==> src/include/nwtr_consts.svh <==
`ifndef NWTR_CONSTS_SVH
`define NWTR_CONSTS_SVH
`define NWTR_A_CTRL 8'h00
`define NWTR_A_CW0 8'h04
`define NWTR_A_CW1 8'h08
`define NWTR_A_CW2 8'h0C
`define NWTR_A_SRC 8'h10
`define NWTR_A_DST 8'h14
`define NWTR_A_AEND 8'h18
`define NWTR_A_IND 8'h1C
`define NWTR_A_STAT 8'h20
`define NWTR_C_GO 0
`define NWTR_C_EXEC 1
`define NWTR_C_SEND 2
`define NWTR_C_IND 3
`define NWTR_S_EN 0
`define NWTR_S_XERR 1
`define NWTR_S_IERR 2
`define NWTR_S_BUSY 3
`define NWTR_CW1_TYPE 15
`define NWTR_CW1_LVL0 14
`define NWTR_NODE_MAX_A 8'h7E
`define NWTR_NODE_MAX_B 8'h3E
`define NWTR_LIM_DEF 8'h00
`define NWTR_LIM_NONE 8'hFF
`define NWTR_DM_LAST 16'h1FFF
`define NWTR_CLK_NS 25
`define NWTR_TICK_NS 100000000
`define NWTR_TOUT_NS 1000000000
`define NWTR_DEFLIM_NS 2000000000
`define NWTR_RESP_OK 2'h0
`define NWTR_RESP_ERR 2'h2
`endif

==> src/include/nwtr_pkg.sv <==
package nwtr_pkg;
   typedef enum logic [1:0] {ST_IDLE, ST_CMD, ST_WAIT, ST_DONE} nwtr_state_e;
   typedef struct packed {
      logic send;
      logic net_b;
      logic level0;
      logic [3:0] retries;
      logic [7:0] param;
      logic [7:0] node;
      logic [7:0] port;
      logic [15:0] count;
      logic [15:0] src;
      logic [15:0] dst;
   } nwtr_cmd_s;
endpackage

==> src/design/nwtr_top.sv <==
// Our own choices: the AXI4-Lite interface to the registers and the register addresses.
`include "nwtr_consts.svh"
// Summary of operation
// - no action while execution condition is false
// - received words stored from destination word onward
// - control word one bit 15 picks network
// - second network limit in tenths; zero two seconds, FF none
// - node above limit raises instruction error
// - receive overrunning area raises instruction error
// - send overrunning area raises instruction error
// - bad indirect operand raises instruction error
// - missing network unit raises instruction error
// - finished only after response is acknowledged
// - enable flag rises at next end-of-program
// - enable low during operation; requester waits
// - error flag shows last result until next
// - timeout or data error means failure
// - send transmits source words to destination
module nwtr_top #(
   parameter int unsigned TICK_CYC = `NWTR_TICK_NS / `NWTR_CLK_NS,
   parameter logic [15:0] DM_LAST = `NWTR_DM_LAST
) (
   input logic aclk,
   input logic aresetn,
   input logic [7:0] awaddr,
   input logic awvalid,
   output logic awready,
   input logic [31:0] wdata,
   input logic [3:0] wstrb,
   input logic wvalid,
   output logic wready,
   output logic [1:0] bresp,
   output logic bvalid,
   input logic bready,
   input logic [7:0] araddr,
   input logic arvalid,
   output logic arready,
   output logic [31:0] rdata,
   output logic [1:0] rresp,
   output logic rvalid,
   input logic rready,
   input logic unit_present,
   input logic eop_pulse,
   output logic cmd_valid,
   output nwtr_pkg::nwtr_cmd_s cmd,
   input logic cmd_ready,
   input logic rx_valid,
   input logic [15:0] rx_data,
   input logic resp_valid,
   input logic resp_err,
   output logic mem_we,
   output logic [15:0] mem_addr,
   output logic [15:0] mem_data,
   output logic transfer_enable_flag,
   output logic transfer_error_flag,
   output logic instruction_error_flag
);
   function automatic logic [15:0] merge(logic [15:0] old, logic [31:0] nw, logic [3:0] be);
      merge = {be[1] ? nw[15:8] : old[15:8], be[0] ? nw[7:0] : old[7:0]};
   endfunction
   function automatic logic over_end(logic [15:0] base, logic [15:0] cnt, logic [15:0] last);
      logic [16:0] endw;
      endw = {1'b0, base} + {1'b0, cnt};
      over_end = (cnt != 16'h0000) && ((endw - 17'h00001) > {1'b0, last});
   endfunction
   function automatic logic is_bcd(logic [15:0] v);
      is_bcd = (v[15:12] < 4'hA) && (v[11:8] < 4'hA) && (v[7:4] < 4'hA) && (v[3:0] < 4'hA);
   endfunction
   function automatic logic [15:0] bcd_val(logic [15:0] v);
      bcd_val = 16'(v[15:12]) * 16'h03E8 + 16'(v[11:8]) * 16'h0064
         + 16'(v[7:4]) * 16'h000A + 16'(v[3:0]);
   endfunction

   localparam logic [7:0] TOUT_TICKS = 8'(`NWTR_TOUT_NS / `NWTR_TICK_NS);
   localparam logic [7:0] DEFLIM_TICKS = 8'(`NWTR_DEFLIM_NS / `NWTR_TICK_NS);

   nwtr_pkg::nwtr_state_e st_q;
   logic awready_q, wready_q, bvalid_q, arready_q, rvalid_q;
   logic [1:0] bresp_q, rresp_q;
   logic [31:0] rdata_q;
   logic [7:0] awaddr_q;
   logic [31:0] wdata_q;
   logic [3:0] wstrb_q;
   logic exec_q, send_q, ind_en_q;
   logic [15:0] cw0_q, cw1_q, cw2_q, src_q, dst_q, aend_q, ind_q;
   logic en_q, xerr_q, ierr_q;
   logic sync1_q, sync2_q, sync3_q, unit_ok_q;
   logic cmd_valid_q;
   nwtr_pkg::nwtr_cmd_s cmd_q;
   logic [31:0] cyc_q;
   logic [7:0] ticks_q, limit_q;
   logic [15:0] rx_idx_q;
   logic mem_we_q;
   logic [15:0] mem_addr_q, mem_data_q;

   logic wr_fire, go, start, node_bad, area_bad, ind_bad, chk_err;
   logic timeout, fin_ok, fin_fail, rx_take, wr_map;
   logic [7:0] lim_ticks;
   logic [31:0] rd_mux;
   logic rd_map;

   assign wr_fire = !awready_q && !wready_q && !bvalid_q;
   assign go = wr_fire && (awaddr_q == `NWTR_A_CTRL) && wstrb_q[0] && wdata_q[`NWTR_C_GO];
   assign start = go && wdata_q[`NWTR_C_EXEC] && en_q && (st_q == nwtr_pkg::ST_IDLE);
   assign node_bad = cw1_q[`NWTR_CW1_TYPE] ? (cw2_q[7:0] > `NWTR_NODE_MAX_B)
      : (cw2_q[7:0] > `NWTR_NODE_MAX_A);
   assign area_bad = over_end(wdata_q[`NWTR_C_SEND] ? src_q : dst_q, cw0_q, aend_q);
   assign ind_bad = wdata_q[`NWTR_C_IND] && (!is_bcd(ind_q) || (bcd_val(ind_q) > DM_LAST));
   assign chk_err = node_bad || area_bad || ind_bad || !unit_ok_q;
   // time limit decode; one second on the first network
   assign lim_ticks = !cw1_q[`NWTR_CW1_TYPE] ? TOUT_TICKS
      : (cw1_q[7:0] == `NWTR_LIM_DEF) ? DEFLIM_TICKS
      : (cw1_q[7:0] == `NWTR_LIM_NONE) ? 8'h00 : cw1_q[7:0];
   assign timeout = (st_q == nwtr_pkg::ST_WAIT) && (limit_q != 8'h00) && (ticks_q == limit_q);
   assign fin_ok = (st_q == nwtr_pkg::ST_WAIT) && resp_valid && !resp_err && !timeout;
   assign fin_fail = (st_q == nwtr_pkg::ST_WAIT) && ((resp_valid && resp_err) || timeout);
   assign rx_take = (st_q == nwtr_pkg::ST_WAIT) && rx_valid && !cmd_q.send
      && (rx_idx_q < cmd_q.count);
   assign wr_map = (awaddr_q <= `NWTR_A_STAT) && (awaddr_q[1:0] == 2'h0);

   always_comb begin
      rd_map = 1'b1;
      unique case (araddr)
         `NWTR_A_CTRL: rd_mux = {28'h0000000, ind_en_q, send_q, exec_q, 1'b0};
         `NWTR_A_CW0: rd_mux = {16'h0000, cw0_q};
         `NWTR_A_CW1: rd_mux = {16'h0000, cw1_q};
         `NWTR_A_CW2: rd_mux = {16'h0000, cw2_q};
         `NWTR_A_SRC: rd_mux = {16'h0000, src_q};
         `NWTR_A_DST: rd_mux = {16'h0000, dst_q};
         `NWTR_A_AEND: rd_mux = {16'h0000, aend_q};
         `NWTR_A_IND: rd_mux = {16'h0000, ind_q};
         `NWTR_A_STAT: rd_mux = {28'h0000000, st_q != nwtr_pkg::ST_IDLE, ierr_q, xerr_q, en_q};
         default: begin
            rd_mux = 32'h00000000;
            rd_map = 1'b0;
         end
      endcase
   end

   // write channels taken in either order, answered once both are held
   always_ff @(posedge aclk) begin
      if (!aresetn) begin
         awready_q <= 1'b1;
         wready_q <= 1'b1;
         bvalid_q <= 1'b0;
         bresp_q <= `NWTR_RESP_OK;
         awaddr_q <= 8'h00;
         wdata_q <= 32'h00000000;
         wstrb_q <= 4'h0;
      end else begin
         if (awvalid && awready_q) begin
            awaddr_q <= awaddr;
            awready_q <= 1'b0;
         end
         if (wvalid && wready_q) begin
            wdata_q <= wdata;
            wstrb_q <= wstrb;
            wready_q <= 1'b0;
         end
         if (wr_fire) begin
            bvalid_q <= 1'b1;
            bresp_q <= wr_map ? `NWTR_RESP_OK : `NWTR_RESP_ERR;
         end
         if (bvalid_q && bready) begin
            bvalid_q <= 1'b0;
            awready_q <= 1'b1;
            wready_q <= 1'b1;
         end
      end
   end

   always_ff @(posedge aclk) begin
      if (!aresetn) begin
         arready_q <= 1'b1;
         rvalid_q <= 1'b0;
         rdata_q <= 32'h00000000;
         rresp_q <= `NWTR_RESP_OK;
      end else if (arvalid && arready_q) begin
         arready_q <= 1'b0;
         rvalid_q <= 1'b1;
         rdata_q <= rd_mux;
         rresp_q <= rd_map ? `NWTR_RESP_OK : `NWTR_RESP_ERR;
      end else if (rvalid_q && rready) begin
         rvalid_q <= 1'b0;
         arready_q <= 1'b1;
      end
   end

   // control words locked while an operation runs, so the command stays coherent
   always_ff @(posedge aclk) begin
      if (!aresetn) begin
         {exec_q, send_q, ind_en_q} <= 3'h0;
         {cw0_q, cw1_q, cw2_q} <= 48'h000000000000;
         {src_q, dst_q, aend_q, ind_q} <= 64'h0000000000000000;
      end else if (wr_fire && (st_q == nwtr_pkg::ST_IDLE)) begin
         unique case (awaddr_q)
            `NWTR_A_CTRL: if (wstrb_q[0]) begin
               exec_q <= wdata_q[`NWTR_C_EXEC];
               send_q <= wdata_q[`NWTR_C_SEND];
               ind_en_q <= wdata_q[`NWTR_C_IND];
            end
            `NWTR_A_CW0: cw0_q <= merge(cw0_q, wdata_q, wstrb_q);
            `NWTR_A_CW1: cw1_q <= merge(cw1_q, wdata_q, wstrb_q);
            `NWTR_A_CW2: cw2_q <= merge(cw2_q, wdata_q, wstrb_q);
            `NWTR_A_SRC: src_q <= merge(src_q, wdata_q, wstrb_q);
            `NWTR_A_DST: dst_q <= merge(dst_q, wdata_q, wstrb_q);
            `NWTR_A_AEND: aend_q <= merge(aend_q, wdata_q, wstrb_q);
            `NWTR_A_IND: ind_q <= merge(ind_q, wdata_q, wstrb_q);
            default: ;
         endcase
      end
   end

   // unit presence pin: three stages, accepted once the last two agree
   always_ff @(posedge aclk) begin
      if (!aresetn) begin
         {sync1_q, sync2_q, sync3_q, unit_ok_q} <= 4'h0;
      end else begin
         sync1_q <= unit_present;
         sync2_q <= sync1_q;
         sync3_q <= sync2_q;
         if (sync2_q == sync3_q) begin
            unit_ok_q <= sync3_q;
         end
      end
   end

   always_ff @(posedge aclk) begin
      if (!aresetn) begin
         st_q <= nwtr_pkg::ST_IDLE;
         cmd_valid_q <= 1'b0;
         cmd_q <= '0;
         limit_q <= 8'h00;
      end else begin
         unique case (st_q)
            nwtr_pkg::ST_IDLE: if (start && !chk_err) begin
               // command build; no command on failed check
               cmd_q <= {wdata_q[`NWTR_C_SEND], cw1_q[`NWTR_CW1_TYPE], cw1_q[`NWTR_CW1_LVL0],
                  cw1_q[11:8], cw1_q[7:0], cw2_q[7:0], cw2_q[15:8], cw0_q, src_q, dst_q};
               cmd_valid_q <= 1'b1;
               limit_q <= lim_ticks;
               st_q <= nwtr_pkg::ST_CMD;
            end
            nwtr_pkg::ST_CMD: if (cmd_ready) begin
               cmd_valid_q <= 1'b0;
               st_q <= nwtr_pkg::ST_WAIT;
            end
            nwtr_pkg::ST_WAIT: if (fin_ok || fin_fail) begin
               st_q <= nwtr_pkg::ST_DONE;
            end
            nwtr_pkg::ST_DONE: if (eop_pulse) begin
               st_q <= nwtr_pkg::ST_IDLE;
            end
         endcase
      end
   end

   always_ff @(posedge aclk) begin
      if (!aresetn || (st_q != nwtr_pkg::ST_WAIT)) begin
         cyc_q <= 32'h00000000;
         ticks_q <= 8'h00;
      end else if (cyc_q == 32'(TICK_CYC - 1)) begin
         cyc_q <= 32'h00000000;
         ticks_q <= ticks_q + 8'h01;
      end else begin
         cyc_q <= cyc_q + 32'h00000001;
      end
   end

   always_ff @(posedge aclk) begin
      if (!aresetn) begin
         rx_idx_q <= 16'h0000;
         mem_we_q <= 1'b0;
         mem_addr_q <= 16'h0000;
         mem_data_q <= 16'h0000;
      end else begin
         mem_we_q <= rx_take;
         if (st_q == nwtr_pkg::ST_CMD) begin
            rx_idx_q <= 16'h0000;
         end else if (rx_take) begin
            mem_addr_q <= cmd_q.dst + rx_idx_q;
            mem_data_q <= rx_data;
            rx_idx_q <= rx_idx_q + 16'h0001;
         end
      end
   end

   always_ff @(posedge aclk) begin
      if (!aresetn) begin
         en_q <= 1'b1;
         xerr_q <= 1'b0;
         ierr_q <= 1'b0;
      end else begin
         // enable low until end-of-program after completion
         if (start && !chk_err) begin
            en_q <= 1'b0;
         end else if ((st_q == nwtr_pkg::ST_DONE) && eop_pulse) begin
            en_q <= 1'b1;
         end
         if (fin_fail) begin
            xerr_q <= 1'b1;
         end else if (fin_ok) begin
            xerr_q <= 1'b0;
         end
         // sticky instruction error, set beats write-one clear
         if (start && chk_err) begin
            ierr_q <= 1'b1;
         end else if (wr_fire && (awaddr_q == `NWTR_A_STAT) && wstrb_q[0]
                      && wdata_q[`NWTR_S_IERR]) begin
            ierr_q <= 1'b0;
         end
      end
   end

   assign {awready, wready, bvalid, bresp} = {awready_q, wready_q, bvalid_q, bresp_q};
   assign {arready, rvalid, rdata, rresp} = {arready_q, rvalid_q, rdata_q, rresp_q};
   assign {cmd_valid, cmd} = {cmd_valid_q, cmd_q};
   assign {mem_we, mem_addr, mem_data} = {mem_we_q, mem_addr_q, mem_data_q};
   assign {transfer_enable_flag, transfer_error_flag} = {en_q, xerr_q};
   assign instruction_error_flag = ierr_q;
endmodule

==> config.mk <==
export PLATFORM = sky130hd
export DESIGN_NAME = nwtr_top
export DESIGN_NICKNAME = d
export VERILOG_FILES = /design/src/include/nwtr_pkg.sv /design/src/design/nwtr_top.sv
export VERILOG_INCLUDE_DIRS = /design/src /design/src/include
export SDC_FILE = /design/constraint.sdc
export NUM_CORES = 1
export LEC_CHECK = 0
export ABC_AREA = 1
export BUFFER_PORTS_ARGS = -buffer_cell sky130_fd_sc_hd__buf_2
export CORE_UTILIZATION = 59
export DETAILED_ROUTE_END_ITERATION = 10
export PLACE_DENSITY = 0.8
export SYNTH_ARGS = -nofsm -noshare
export SYNTH_HDL_FRONTEND = slang
export SYNTH_SLANG_ARGS = --single-unit
export TNS_END_PERCENT = 50
==> constraint.sdc <==
create_clock -name aclk -period 5.1 [get_ports aclk]
set_input_delay 0.51 -clock aclk [delete_from_list [all_inputs] [get_ports aclk]]
set_output_delay 0.51 -clock aclk [all_outputs]
set_load 0.02 [all_outputs]
Yosys cells after proc, flatten, opt, wreduce, memory -nomap -nowiden
Index checks and enable logic that the tools add are counted.
{ "totals": {"regBits": 368, "latch_bits": 0, "mem_bits_rw": 0, "rom_bits": 0, "memories": 0} }
{ "classes": {"n_addsub": 9, "multipliers": 3, "n_div": 0, "magnitude_cmp": 10, "eq_ne": 28, "shift": 0, "mux": 27, "bitwise_logic": 2, "n_reduce_logical": 89} }
{ "ops": {"columns": ["cell", "count"], "rows": [
  ["$pmux W16 S9", 1],
  ["$eq A8 B5 Y1 const B", 8],
  ["$reduce_and A3 Y1", 16],
  ["$logic_and A1 B1 Y1", 36],
  ["$add A32 B1 Y32 const B", 1],
  ["$eq A32 B22 Y1 const B", 1],
  ["$eq A8 B4 Y1 const B", 4],
  ["$logic_not A8 Y1", 3],
  ["$mux W8", 3],
  ["$add A16 B16 Y17", 1],
  ["$gt A17 B16 Y1", 1],
  ["$sub A17 B1 Y17 const B", 1],
  ["$add A15 B8 Y16", 1],
  ["$add A16 B1 Y16 const B", 1],
  ["$add A16 B16 Y16", 1],
  ["$add A16 B4 Y16", 1],
  ["$eq A8 B3 Y1 const B", 2],
  ["$eq A8 B6 Y1 const B", 2],
  ["$gt A16 B13 Y1 const B", 1],
  ["$lt A16 B16 Y1", 1],
  ["$lt A4 B4 Y1 const B", 4],
  ["$mux W16", 1],
  ["$reduce_bool A16 Y1", 1],
  ["$add A14 B11 Y15", 1],
  ["other kinds (28)", 75]
]} }

Logic depth before layout (Yosys ltp)
Gate-level depths: netlist of run 1.
{ "depth": {"depth_word": 13, "mapped_depth": 34, "depth_no_buf": 32} }

Worst setup path before layout of run 1
Ideal clock, no wire load.
{ "synth_path": {"kind": "register -> register", "from": "register ind_q[14]", "to": "register cmd_q (netlist bit cmd[32])", "setup_time_ns": 0.132, "t_arrival_ns": 4.464, "t_required_ns": 4.968, "slack_ns": 0.504, "path_stages_with_launch": 24, "path_buffers": 2, "path_cell_list": "dfxtp_1 > fa_1 > inv_1 > fa_1 > inv_1 > ha_1 > nand2_1 > o21ai_0 > xor2_1 > inv_1 > ha_1 > ha_1 > ha_1 > a21oi_1 > o21ai_0 > a21oi_1 > o21a_1 > nand4_1 > a21oi_1 > nand3_2 > buf_6 > buf_2 > nand2_1 > a21oi_1"} }
{ "synth_via": {"elab_chain_cells": 12, "elab_cells_between_ends": 17} }
{ "synth_lines": {"columns": ["element", "line", "text"], "rows": [
  ["start: declaration", "nwtr_top.sv:85", "logic [15:0] cw0_q, cw1_q, cw2_q, src_q, dst_q, aend_q, ind_q;"],
  ["start signal: assignment", "nwtr_top.sv:208", "`NWTR_A_IND: ind_q <= merge(ind_q, wdata_q, wstrb_q);"],
  ["$mul A4 B7 Y11 / $lt A4 B4 Y1 (equally long branches)", "nwtr_top.sv:70, nwtr_top.sv:67", null],
  ["$add A14 B11 Y15 / $logic_and A1 B1 Y1 (equally long branches)", "nwtr_top.sv:70, nwtr_top.sv:67", null],
  ["$add A15 B8 Y16 / $logic_and A1 B1 Y1 (equally long branches)", "nwtr_top.sv:71, nwtr_top.sv:67", null],
  ["$add A16 B4 Y16 / $logic_and A1 B1 Y1 (equally long branches)", "nwtr_top.sv:71, nwtr_top.sv:67", null],
  ["$gt A16 B13 Y1 / $logic_not A1 Y1 (equally long branches)", "nwtr_top.sv:108", "assign ind_bad = wdata_q[`NWTR_C_IND] && (!is_bcd(ind_q) || (bcd_val(ind_q) > DM_LAST));"],
  ["$logic_or A1 B1 Y1 *", "nwtr_top.sv:108", null],
  ["$logic_and A1 B1 Y1 *", "nwtr_top.sv:108", null],
  ["$logic_or A1 B1 Y1 * (2 in a row)", "nwtr_top.sv:109", "assign chk_err = node_bad || area_bad || ind_bad || !unit_ok_q;"],
  ["$logic_not A1 Y1 *", "nwtr_top.sv:236", "nwtr_pkg::ST_IDLE: if (start && !chk_err) begin"],
  ["$logic_and A1 B1 Y1 *", "nwtr_top.sv:236", null],
  ["$reduce_and A2 Y1 (no line) *", null, null],
  ["end signal: assignment", "nwtr_top.sv:238", "cmd_q <= {wdata_q[`NWTR_C_SEND], cw1_q[`NWTR_CW1_TYPE], cw1_q[`NWTR_CW1_LVL0],"],
  ["end: declaration", "nwtr_top.sv:89", "nwtr_pkg::nwtr_cmd_s cmd_q;"]
]} }
Every way passes the cells marked *; elsewhere a longest branch is shown, timed or not.
A chain may end at the register's enable or synchronous reset.

Final worst setup path of run 1
{ "layout_path": {"from": "register ind_q[15]", "to": "register cmd_q (netlist bit cmd[62])"} }
Same word-level chain as after synthesis.

==> results of run 1 <==
==> tightest hold or removal path: cells and delay by family <==
kind | cells | cell delay, ps
and+or+nand+nor | 1 | 40
buffers and inverters | 2 | 110
==> through the flow <==
step	power [W]	TNS (ps)
finish	0.006374	0
global route	0.006559	-1942
CTS	0.006367	0
detailed placement	0.003411	-100.2
global placement	0.003397	0
floorplan	0.003251	0
==> cell usage in the layout (no fill, tap or decap), drive strengths merged, types with 54 or more instances in the layout <==
cell,synthesis,layout
a21oi,311,311
inv,299,301
nand3,133,134
buf,64,232
nand2,329,329
clkbuf,52,54
ha,133,133
o21ai,197,197
dfxtp,350,350
nor2,235,235
==> metal layers <==
| layer | wire length, um | vias to the layer above | part of all wire (%) |
|---|---|---|---|
| met1 | 23870 | 8280 | 42 |
| met5 | 0 | - | 0 |
| met2 | 26000 | 874 | 45 |
| met3 | 4749 | 162 | 8.3 |
| met4 | 2647 | 0 | 4.6 |
| li1 | - | 8463 | - |
==> power by group through the flow <==
stage	sequential, W	combinational (W)	clock (W)
finish	0.00280	0.000573	0.00300
global route	0.00280	0.000636	0.00312
CTS	0.00280	0.000559	0.00301
detailed placement	0.00286	0.000554	0
global placement	0.00285	0.000542	0
floorplan	0.00286	0.000394	0
==> registers in the layout, summed over array words and instances, names as in the netlist, 8 cells and up <==
name,cells
mem_addr,16
mem_data,16
cw1_q,16
ind_q,16
cmd,79
ticks_q,8
src_q,16
aend_q,16
cyc_q,32
wdata_q,16
cw0_q,16
limit_q,8
dst_q,16
rdata,16
awaddr_q,8
rx_idx_q,16
cw2_q,16
==> final cells by class <==
| class | instances | share of cell area (%) |
|---|---|---|
| Sequential cell | 350 | 33.10 |
| Antenna cell | 1 | 0.01181 |
| Timing Repair Buffer | 236 | 6.658 |
| Inverter | 305 | 5.429 |
| Clock inverter | 19 | 1.270 |
| Multi-Input combinational cell | 1659 | 46.01 |
| Tap cell | 396 | 2.339 |
| Clock buffer | 50 | 5.181 |
==> path summary, 6_finish.rpt <==
path	cells past startpoint	to
max	23	cmd[62]$_SDFFE_PN0P_
min	3	sync1_q$_SDFF_PN0_
max reg2reg	23	cmd[62]$_SDFFE_PN0P_
min reg2reg	2	sync2_q$_SDFF_PN0_
==> cells by family (layout without fill, tap and decap cells) <==
group           Yosys count  count (layout)  share of synthesized area [%]
xor+xnor                 51              51                          2.440
buf+inv                 421             610                          9.704
simple gates            799             800                          18.93
flops                   350             350                          38.27
other cells               1              19                        0.02048
mux                       7               7                         0.3827
compound gates          632             632                          19.20
fa+ha+maj               151             151                          11.06
==> repair_timing <==
action                     4_1_cts  5_1_grt
setup buffers                    0        2
hold buffers                     0        0
hold endpoints to repair         0        0
setup endpoints to repair       69       91
cloned                           0        7
gates resized for setup          1       32
pin swaps                        0       12
==> run summary, run 1 <==
TritonRoute pass-1 iters: 5
fin nets: 2823
Max-slew headroom: 17.10%
worst skew pair latency: 540 ps
Fillers: 2504
antenna violations before repair: 0
Util after Layout: 69.24%
clock-pin slew on the worst setup and hold paths: 60 ps
H-tree levels: 2
clk sink count: 350
Critical Path Start Type: flip-flop
Clock Skew: 11.67 ps
WP buf/inv: 5
synth cell count leaders: 350 x dfxtp_1, 327 x nand2_1, 310 x a21oi_1
Core Box Area: 0.03059 mm2
GR Util met3: 5.115%
yosys warns: 0
Internal Power: 0.004783 W
Die Area: 0.03174 mm2
Rows: 64
count leader, synth: dfxtp_1
Comb pwr share: 9.0%
final hold slack: 162.4 ps
Tightest Pin Transition: 1239 ps
post-DP HPWL: 41.25 mm
I/O Pins: 238
FFs w/ async S/R, synth: 0%
Max Fanout on Critical Path: 9
via count: 17780
routing usage on met1: 45.73%
slowest CP cell: fa_1
delay-heaviest family, CP: adder cells
Critical Path AT: 5410 ps
Antenna Nets Post-Route: 0
Synth area leader: dfxtp_1
largest net degree at the start of global routing: 80
Avg Cell Area, Syn: 7.591 um2
Area after DPL: 0.01952 mm2
CP Class: reg -> reg
I/O Buffers: 201
clk buf depth: 3
Pleak: 8.994 nW
global-route usage over all layers: 34.47%
top cells by area, synth: dfxtp_1 38%, ha_1 9.1%, a21oi_1 8.5%, nand2_1 6.7%, inv_1 6.0%
cell chain of the critical path: fa_1 -> inv_2 -> fa_1 -> inv_1 -> ha_1 -> buf_4 -> a21oi_2 -> nand2_2 -> xor2_1 -> ha_1 -> ha_4 -> ha_1 -> nand2_1 -> nor2_4 -> a21oi_2 -> o21a_1 -> nand4_1 -> a21oi_2 -> buf_6 -> nand3_4 -> clkbuf_16 -> nand2_1 -> a21oi_1
max frequency: 199.4 MHz
Worst EP required: 5500 ps
P_sw: 0.001591 W
post-layout min period: 5015 ps
crit end category: flip-flop
DR WL/cell: 18.99 um
power per cell area: 301.0 mW/mm2
Top FF cell, synth: dfxtp_1
worst hold-check path type: in -> reg
Starting Density: 59.85%
clock root buffer: clkbuf_16
Die Wd: 178.2 um
Hold Fails Final Rpt: 0
Multi-input gate area: 0.009746 mm2
status: complete, no violations
global-route wire length before repair: 84.96 mm
worst setup path startpoint: ind_q[15]$_SDFFE_PN0P_
Sw Share: 24.96%
Max Cap Violations: 0
Post-Place Cells: 2937
Remaining DRCs: 0
Area growth, synth to finish: 15.68%
GRT Max-Usage Layer: met2
Synth top area share: 38.27%
Synth cell types: 55
Seq. cell area: 0.007010 mm2
flop-to-flop setup slack: 90 ps
FF-to-FF Start: ind_q[15]$_SDFFE_PN0P_
clock group share of total power: 47.1%
origin of the worst min-delay path: unit_present
vias in the first global route: 15970
WL final: 57.26 mm
dpl ws: -27.41 ps
FF+latch count, synth: 350
peak supply drop: 0.0002711 V
Starting DRT DRC Count: 1929
Final WS setup: 85.14 ps
Synth Instances: 2412
met2 Usage GRT: 55.35%
GR Overflow Total: 0
CTS tree: built
die height: 178.2 um
Final Setup Violations: 0
Synth Cell Area: 0.01831 mm2
number of synthesized flops with an enable pin: 0
gp weighted congestion: 0.9737
final instance area: 0.02118 mm2
drt via density: 5.895
layout cells sized above 1: 13.82%
Flop pwr share: 43.9%
register area share after synthesis: 38.27%
fin crit share: 98.33%
Non-Filler Instances: 3016
Max Slew Vio Count: 0
CP max stage delay: 580 ps
cts bufs inserted: 39
(Power assumes the default switching activity.)
==> inputs of run 2 (changes only) <==
==> constraint.sdc (replaced) <==
create_clock -name aclk -period 5.7 [get_ports aclk]
set_input_delay 0.57 -clock aclk [delete_from_list [all_inputs] [get_ports aclk]]
set_output_delay 0.57 -clock aclk [all_outputs]
set_load 0.02 [all_outputs]
==> run 2 against run 1 <==
  * Routed wire length down 3.4%
  * Sequential share of layout area grew 0.70 points
  * Fmax shrank 6.8%
  * Total power fell by 13%
  * Global-route usage down 0.13 points
  * Combinational power is 10% lower
  * Utilization shrank 1.5 points
  * Final cell count fell by 0.63%
  * Via count down 1.3%
  * Register-to-register slack improved by 230 ps
  * Clock skew up 6.2 ps
  * Critical path type unchanged
  * Critical endpoint is now cmd[56]$_SDFFE_PN0P_
  * Largest cell class unchanged
==> run summary, run 2 (same netlist as run 1, synthesis figures left out) <==
status: complete, no violations
Core Box Area: 0.03059 mm2 (unchanged)
layout cells sized above 1: 12.30% (-1.5 points)
drt via density: 5.853 (-0.72%)
TritonRoute pass-1 iters: 7 (+2)
Pleak: 8.803 nW (-2.1%)
Worst EP required: 6130 ps (+630 ps)
Sw Share: 25.13% (+0.17 points)
GRT Max-Usage Layer: met2
Rows: 64 (unchanged)
I/O Buffers: 201 (unchanged)
clock-pin slew on the worst setup and hold paths: 60 ps (about the same)
most frequent CP cell: ha_1
Max Fanout on Critical Path: 49 (+40)
Remaining DRCs: 0 (unchanged)
antenna violations before repair: 0 (unchanged)
Starting DRT DRC Count: 1836 (-4.8%)
Max Cap Violations: 0 (unchanged)
met2 Usage GRT: 55.76% (+0.41 points)
Comb pwr share: 9.3% (+0.3 points)
max frequency: 185.9 MHz (-6.8%)
CP max stage delay: 630 ps (+50 ps)
clock group share of total power: 45.6% (-1.5 points)
largest net degree at the start of global routing: 84 (+5.0%)
flop-to-flop setup slack: 320 ps (+230 ps)
P_sw: 0.001392 W (-13%)
Die Wd: 178.2 um (unchanged)
peak supply drop: 0.0003320 V (+23%)
hold worst-path end: sync1_q$_SDFF_PN0_
max reg flops: 79 (unchanged)
global-route wire length before repair: 85.56 mm (+0.71%)
Internal Power: 0.004147 W (-13%)
Hold Fails Final Rpt: 0 (unchanged)
Antenna Nets Post-Route: 0 (unchanged)
CTS tree: built
Max Slew Vio Count: 0 (unchanged)
r2r endpoint: cmd[56]$_SDFFE_PN0P_
cell chain of the critical path: fa_1 -> inv_1 -> fa_1 -> inv_1 -> ha_1 -> nand2_1 -> o21ai_1 -> xor2_1 -> inv_1 -> ha_1 -> ha_1 -> ha_1 -> a21oi_1 -> o21ai_0 -> a21oi_1 -> o21a_1 -> nand4_1 -> a21oi_2 -> nand2_1 -> inv_2 -> buf_12 -> nand3_1 -> a21oi_1
TNS Setup: 0 ps (unchanged)
Area growth, synth to finish: 13.23%
final instance area: 0.02073 mm2 (-2.1%)
worst hold-check path type: in -> reg
Clock Skew: 17.92 ps (+6.249 ps)
slowest CP cell: fa_1
most frequent cells in the layout: 350 x dfxtp_1, 327 x nand2_1, 309 x a21oi_1, 294 x inv_1, 225 x nor2_1
Die Area: 0.03174 mm2 (unchanged)
Flop pwr share: 45.2% (+1.3 points)
global-route usage over all layers: 34.34% (-0.13 points)
I/O Pins: 238 (unchanged)
power per cell area: 267.2 mW/mm2 (-11%)
Hold Crit Depth: 3 (unchanged)
Starting Density: 59.85% (unchanged)
H-tree levels: 2 (unchanged)
fin nets: 2804 (-0.67%)
hold_buf cts: 0 (unchanged)
commonest non-fill, non-tap cell in the layout: dfxtp_1
clk sink count: 350 (unchanged)
post-layout min period: 5380 ps (+365.1 ps)
vias in the first global route: 16040 (+0.44%)
RSZ-0062 raised after global routing: no
FF-to-FF Start: ind_q[13]$_SDFFE_PN0P_
crit end category: flip-flop
Max-slew headroom: 24.31% (+7.2 points)
via count: 17540 (-1.3%)
clk buf depth: 3 (unchanged)
R2R cell count: 23 (unchanged)
diode count: 0 (-1)
Fillers: 2604 (+4.0%)
fin crit share: 94.38% (-3.9 points)
Area after DPL: 0.01943 mm2 (-0.45%)
WL final: 55.30 mm (-3.4%)
die height: 178.2 um (unchanged)
post-DP HPWL: 41.37 mm (+0.30%)
GR Util met3: 4.902% (-0.21 points)
cts bufs inserted: 39 (unchanged)
GR Overflow Total: 0 (unchanged)
worst skew pair latency: 530 ps (about the same)
routing usage on met1: 45.80% (+0.065 points)
Critical Path AT: 5810 ps (+400 ps)
clock root buffer: clkbuf_16
Tightest Pin Transition: 1131 ps (-107.8 ps)
gp weighted congestion: 0.9877 (+1.4%)
Critical Path Start Type: flip-flop
Final Setup Violations: 0 (unchanged)
origin of the worst min-delay path: unit_present
CP Class: reg -> reg
DR WL/cell: 18.45 um (-2.8%)
[run 2: cell types whose count changed in the layout (fill, tap and decap cells not counted), moves of 5 or more]
cell / before / now
a21oi_1: 304 / 309
ha_1: 128 / 133
buf_6: 5 / 0
ha_4: 5 / 0
buf_4: 23 / 15
a21oi_2: 7 / 2
[run 2: per-layer routing]
metal  vias to the layer above  wire [um]
li1                       8417          -
met1                      8178      23570
met2                       787      25390
met3                       158       4061
met4                         0       2274
met5                         -          0
[run 2: worst max-delay path by stage]
stage | start | cells past startpoint | slack (ps) | to
floorplan | ind_q[14]$_SDFFE_PN0P_ | 23 | 1100 | cmd[32]$_SDFFE_PN0P_
global placement | ind_q[13]$_SDFFE_PN0P_ | 23 | 350 | limit_q[6]$_SDFFE_PN0P_
detailed placement | ind_q[13]$_SDFFE_PN0P_ | 23 | 220 | cmd[68]$_SDFFE_PN0P_
CTS | ind_q[13]$_SDFFE_PN0P_ | 23 | 180 | cmd[56]$_SDFFE_PN0P_
global route | ind_q[13]$_SDFFE_PN0P_ | 23 | 20 | cmd[56]$_SDFFE_PN0P_
finish | ind_q[13]$_SDFFE_PN0P_ | 23 | 320 | cmd[56]$_SDFFE_PN0P_
[run 2: repair_timing]
| action | CTS | global route |
|---|---|---|
| endpoints found under the setup margin | 0 | 62 |
| buffers inserted | 0 | 0 |
| gates resized for setup | 0 | 2 |
[run 2: stage by stage]
step	instances	utilization, %	worst slack [ps]	power, W	hold WS (ps)
after floorplan	2429	-	1104	0.002909	390.5
after global placement	2927	63.52	353.6	0.003040	394.2
after detailed placement	2927	63.52	224.5	0.003054	399.1
after CTS	2997	67.76	180.7	0.005551	229.9
after global routing	2997	67.77	16.94	0.005726	232.0
final	2997	67.77	320.1	0.005539	237.1
[run 2: power by group through the flow]
stage	sequential [W]	clock, W	combinational, W
6_report	0.00250	0.00252	0.000513
5_1_grt	0.00250	0.00265	0.000571
4_1_cts	0.00250	0.00255	0.000502
3_5_place_dp	0.00255	0	0.000499
3_3_place_gp	0.00255	0	0.000487
2_1_floorplan	0.00256	0	0.000352
[run 2: final cells by class]
type                       count  area, um2  share of cell area [%]
multi-input combinational   1658       9612                   46.36
sequential                   350       7007                   33.80
timing repair buffer         218       1174                   5.661
inverter                     305       1147                   5.534
clock buffer                  52       1106                   5.335
tap                          396      495.5                   2.390
clock inverter                18      190.2                  0.9174
[run 2: worst max-delay path, delay by kind of cell (launching register included)]
| family | cells | cell delay (ps) |
|---|---|---|
| AO/OA/AOI/OAI | 7 | 1210 |
| XOR/XNOR | 1 | 170 |
| adder cells (fa/ha/maj) | 6 | 2380 |
| buffers and inverters | 5 | 650 |
| flip-flops | 1 | 390 |
| AND/OR/NAND/NOR | 4 | 480 |
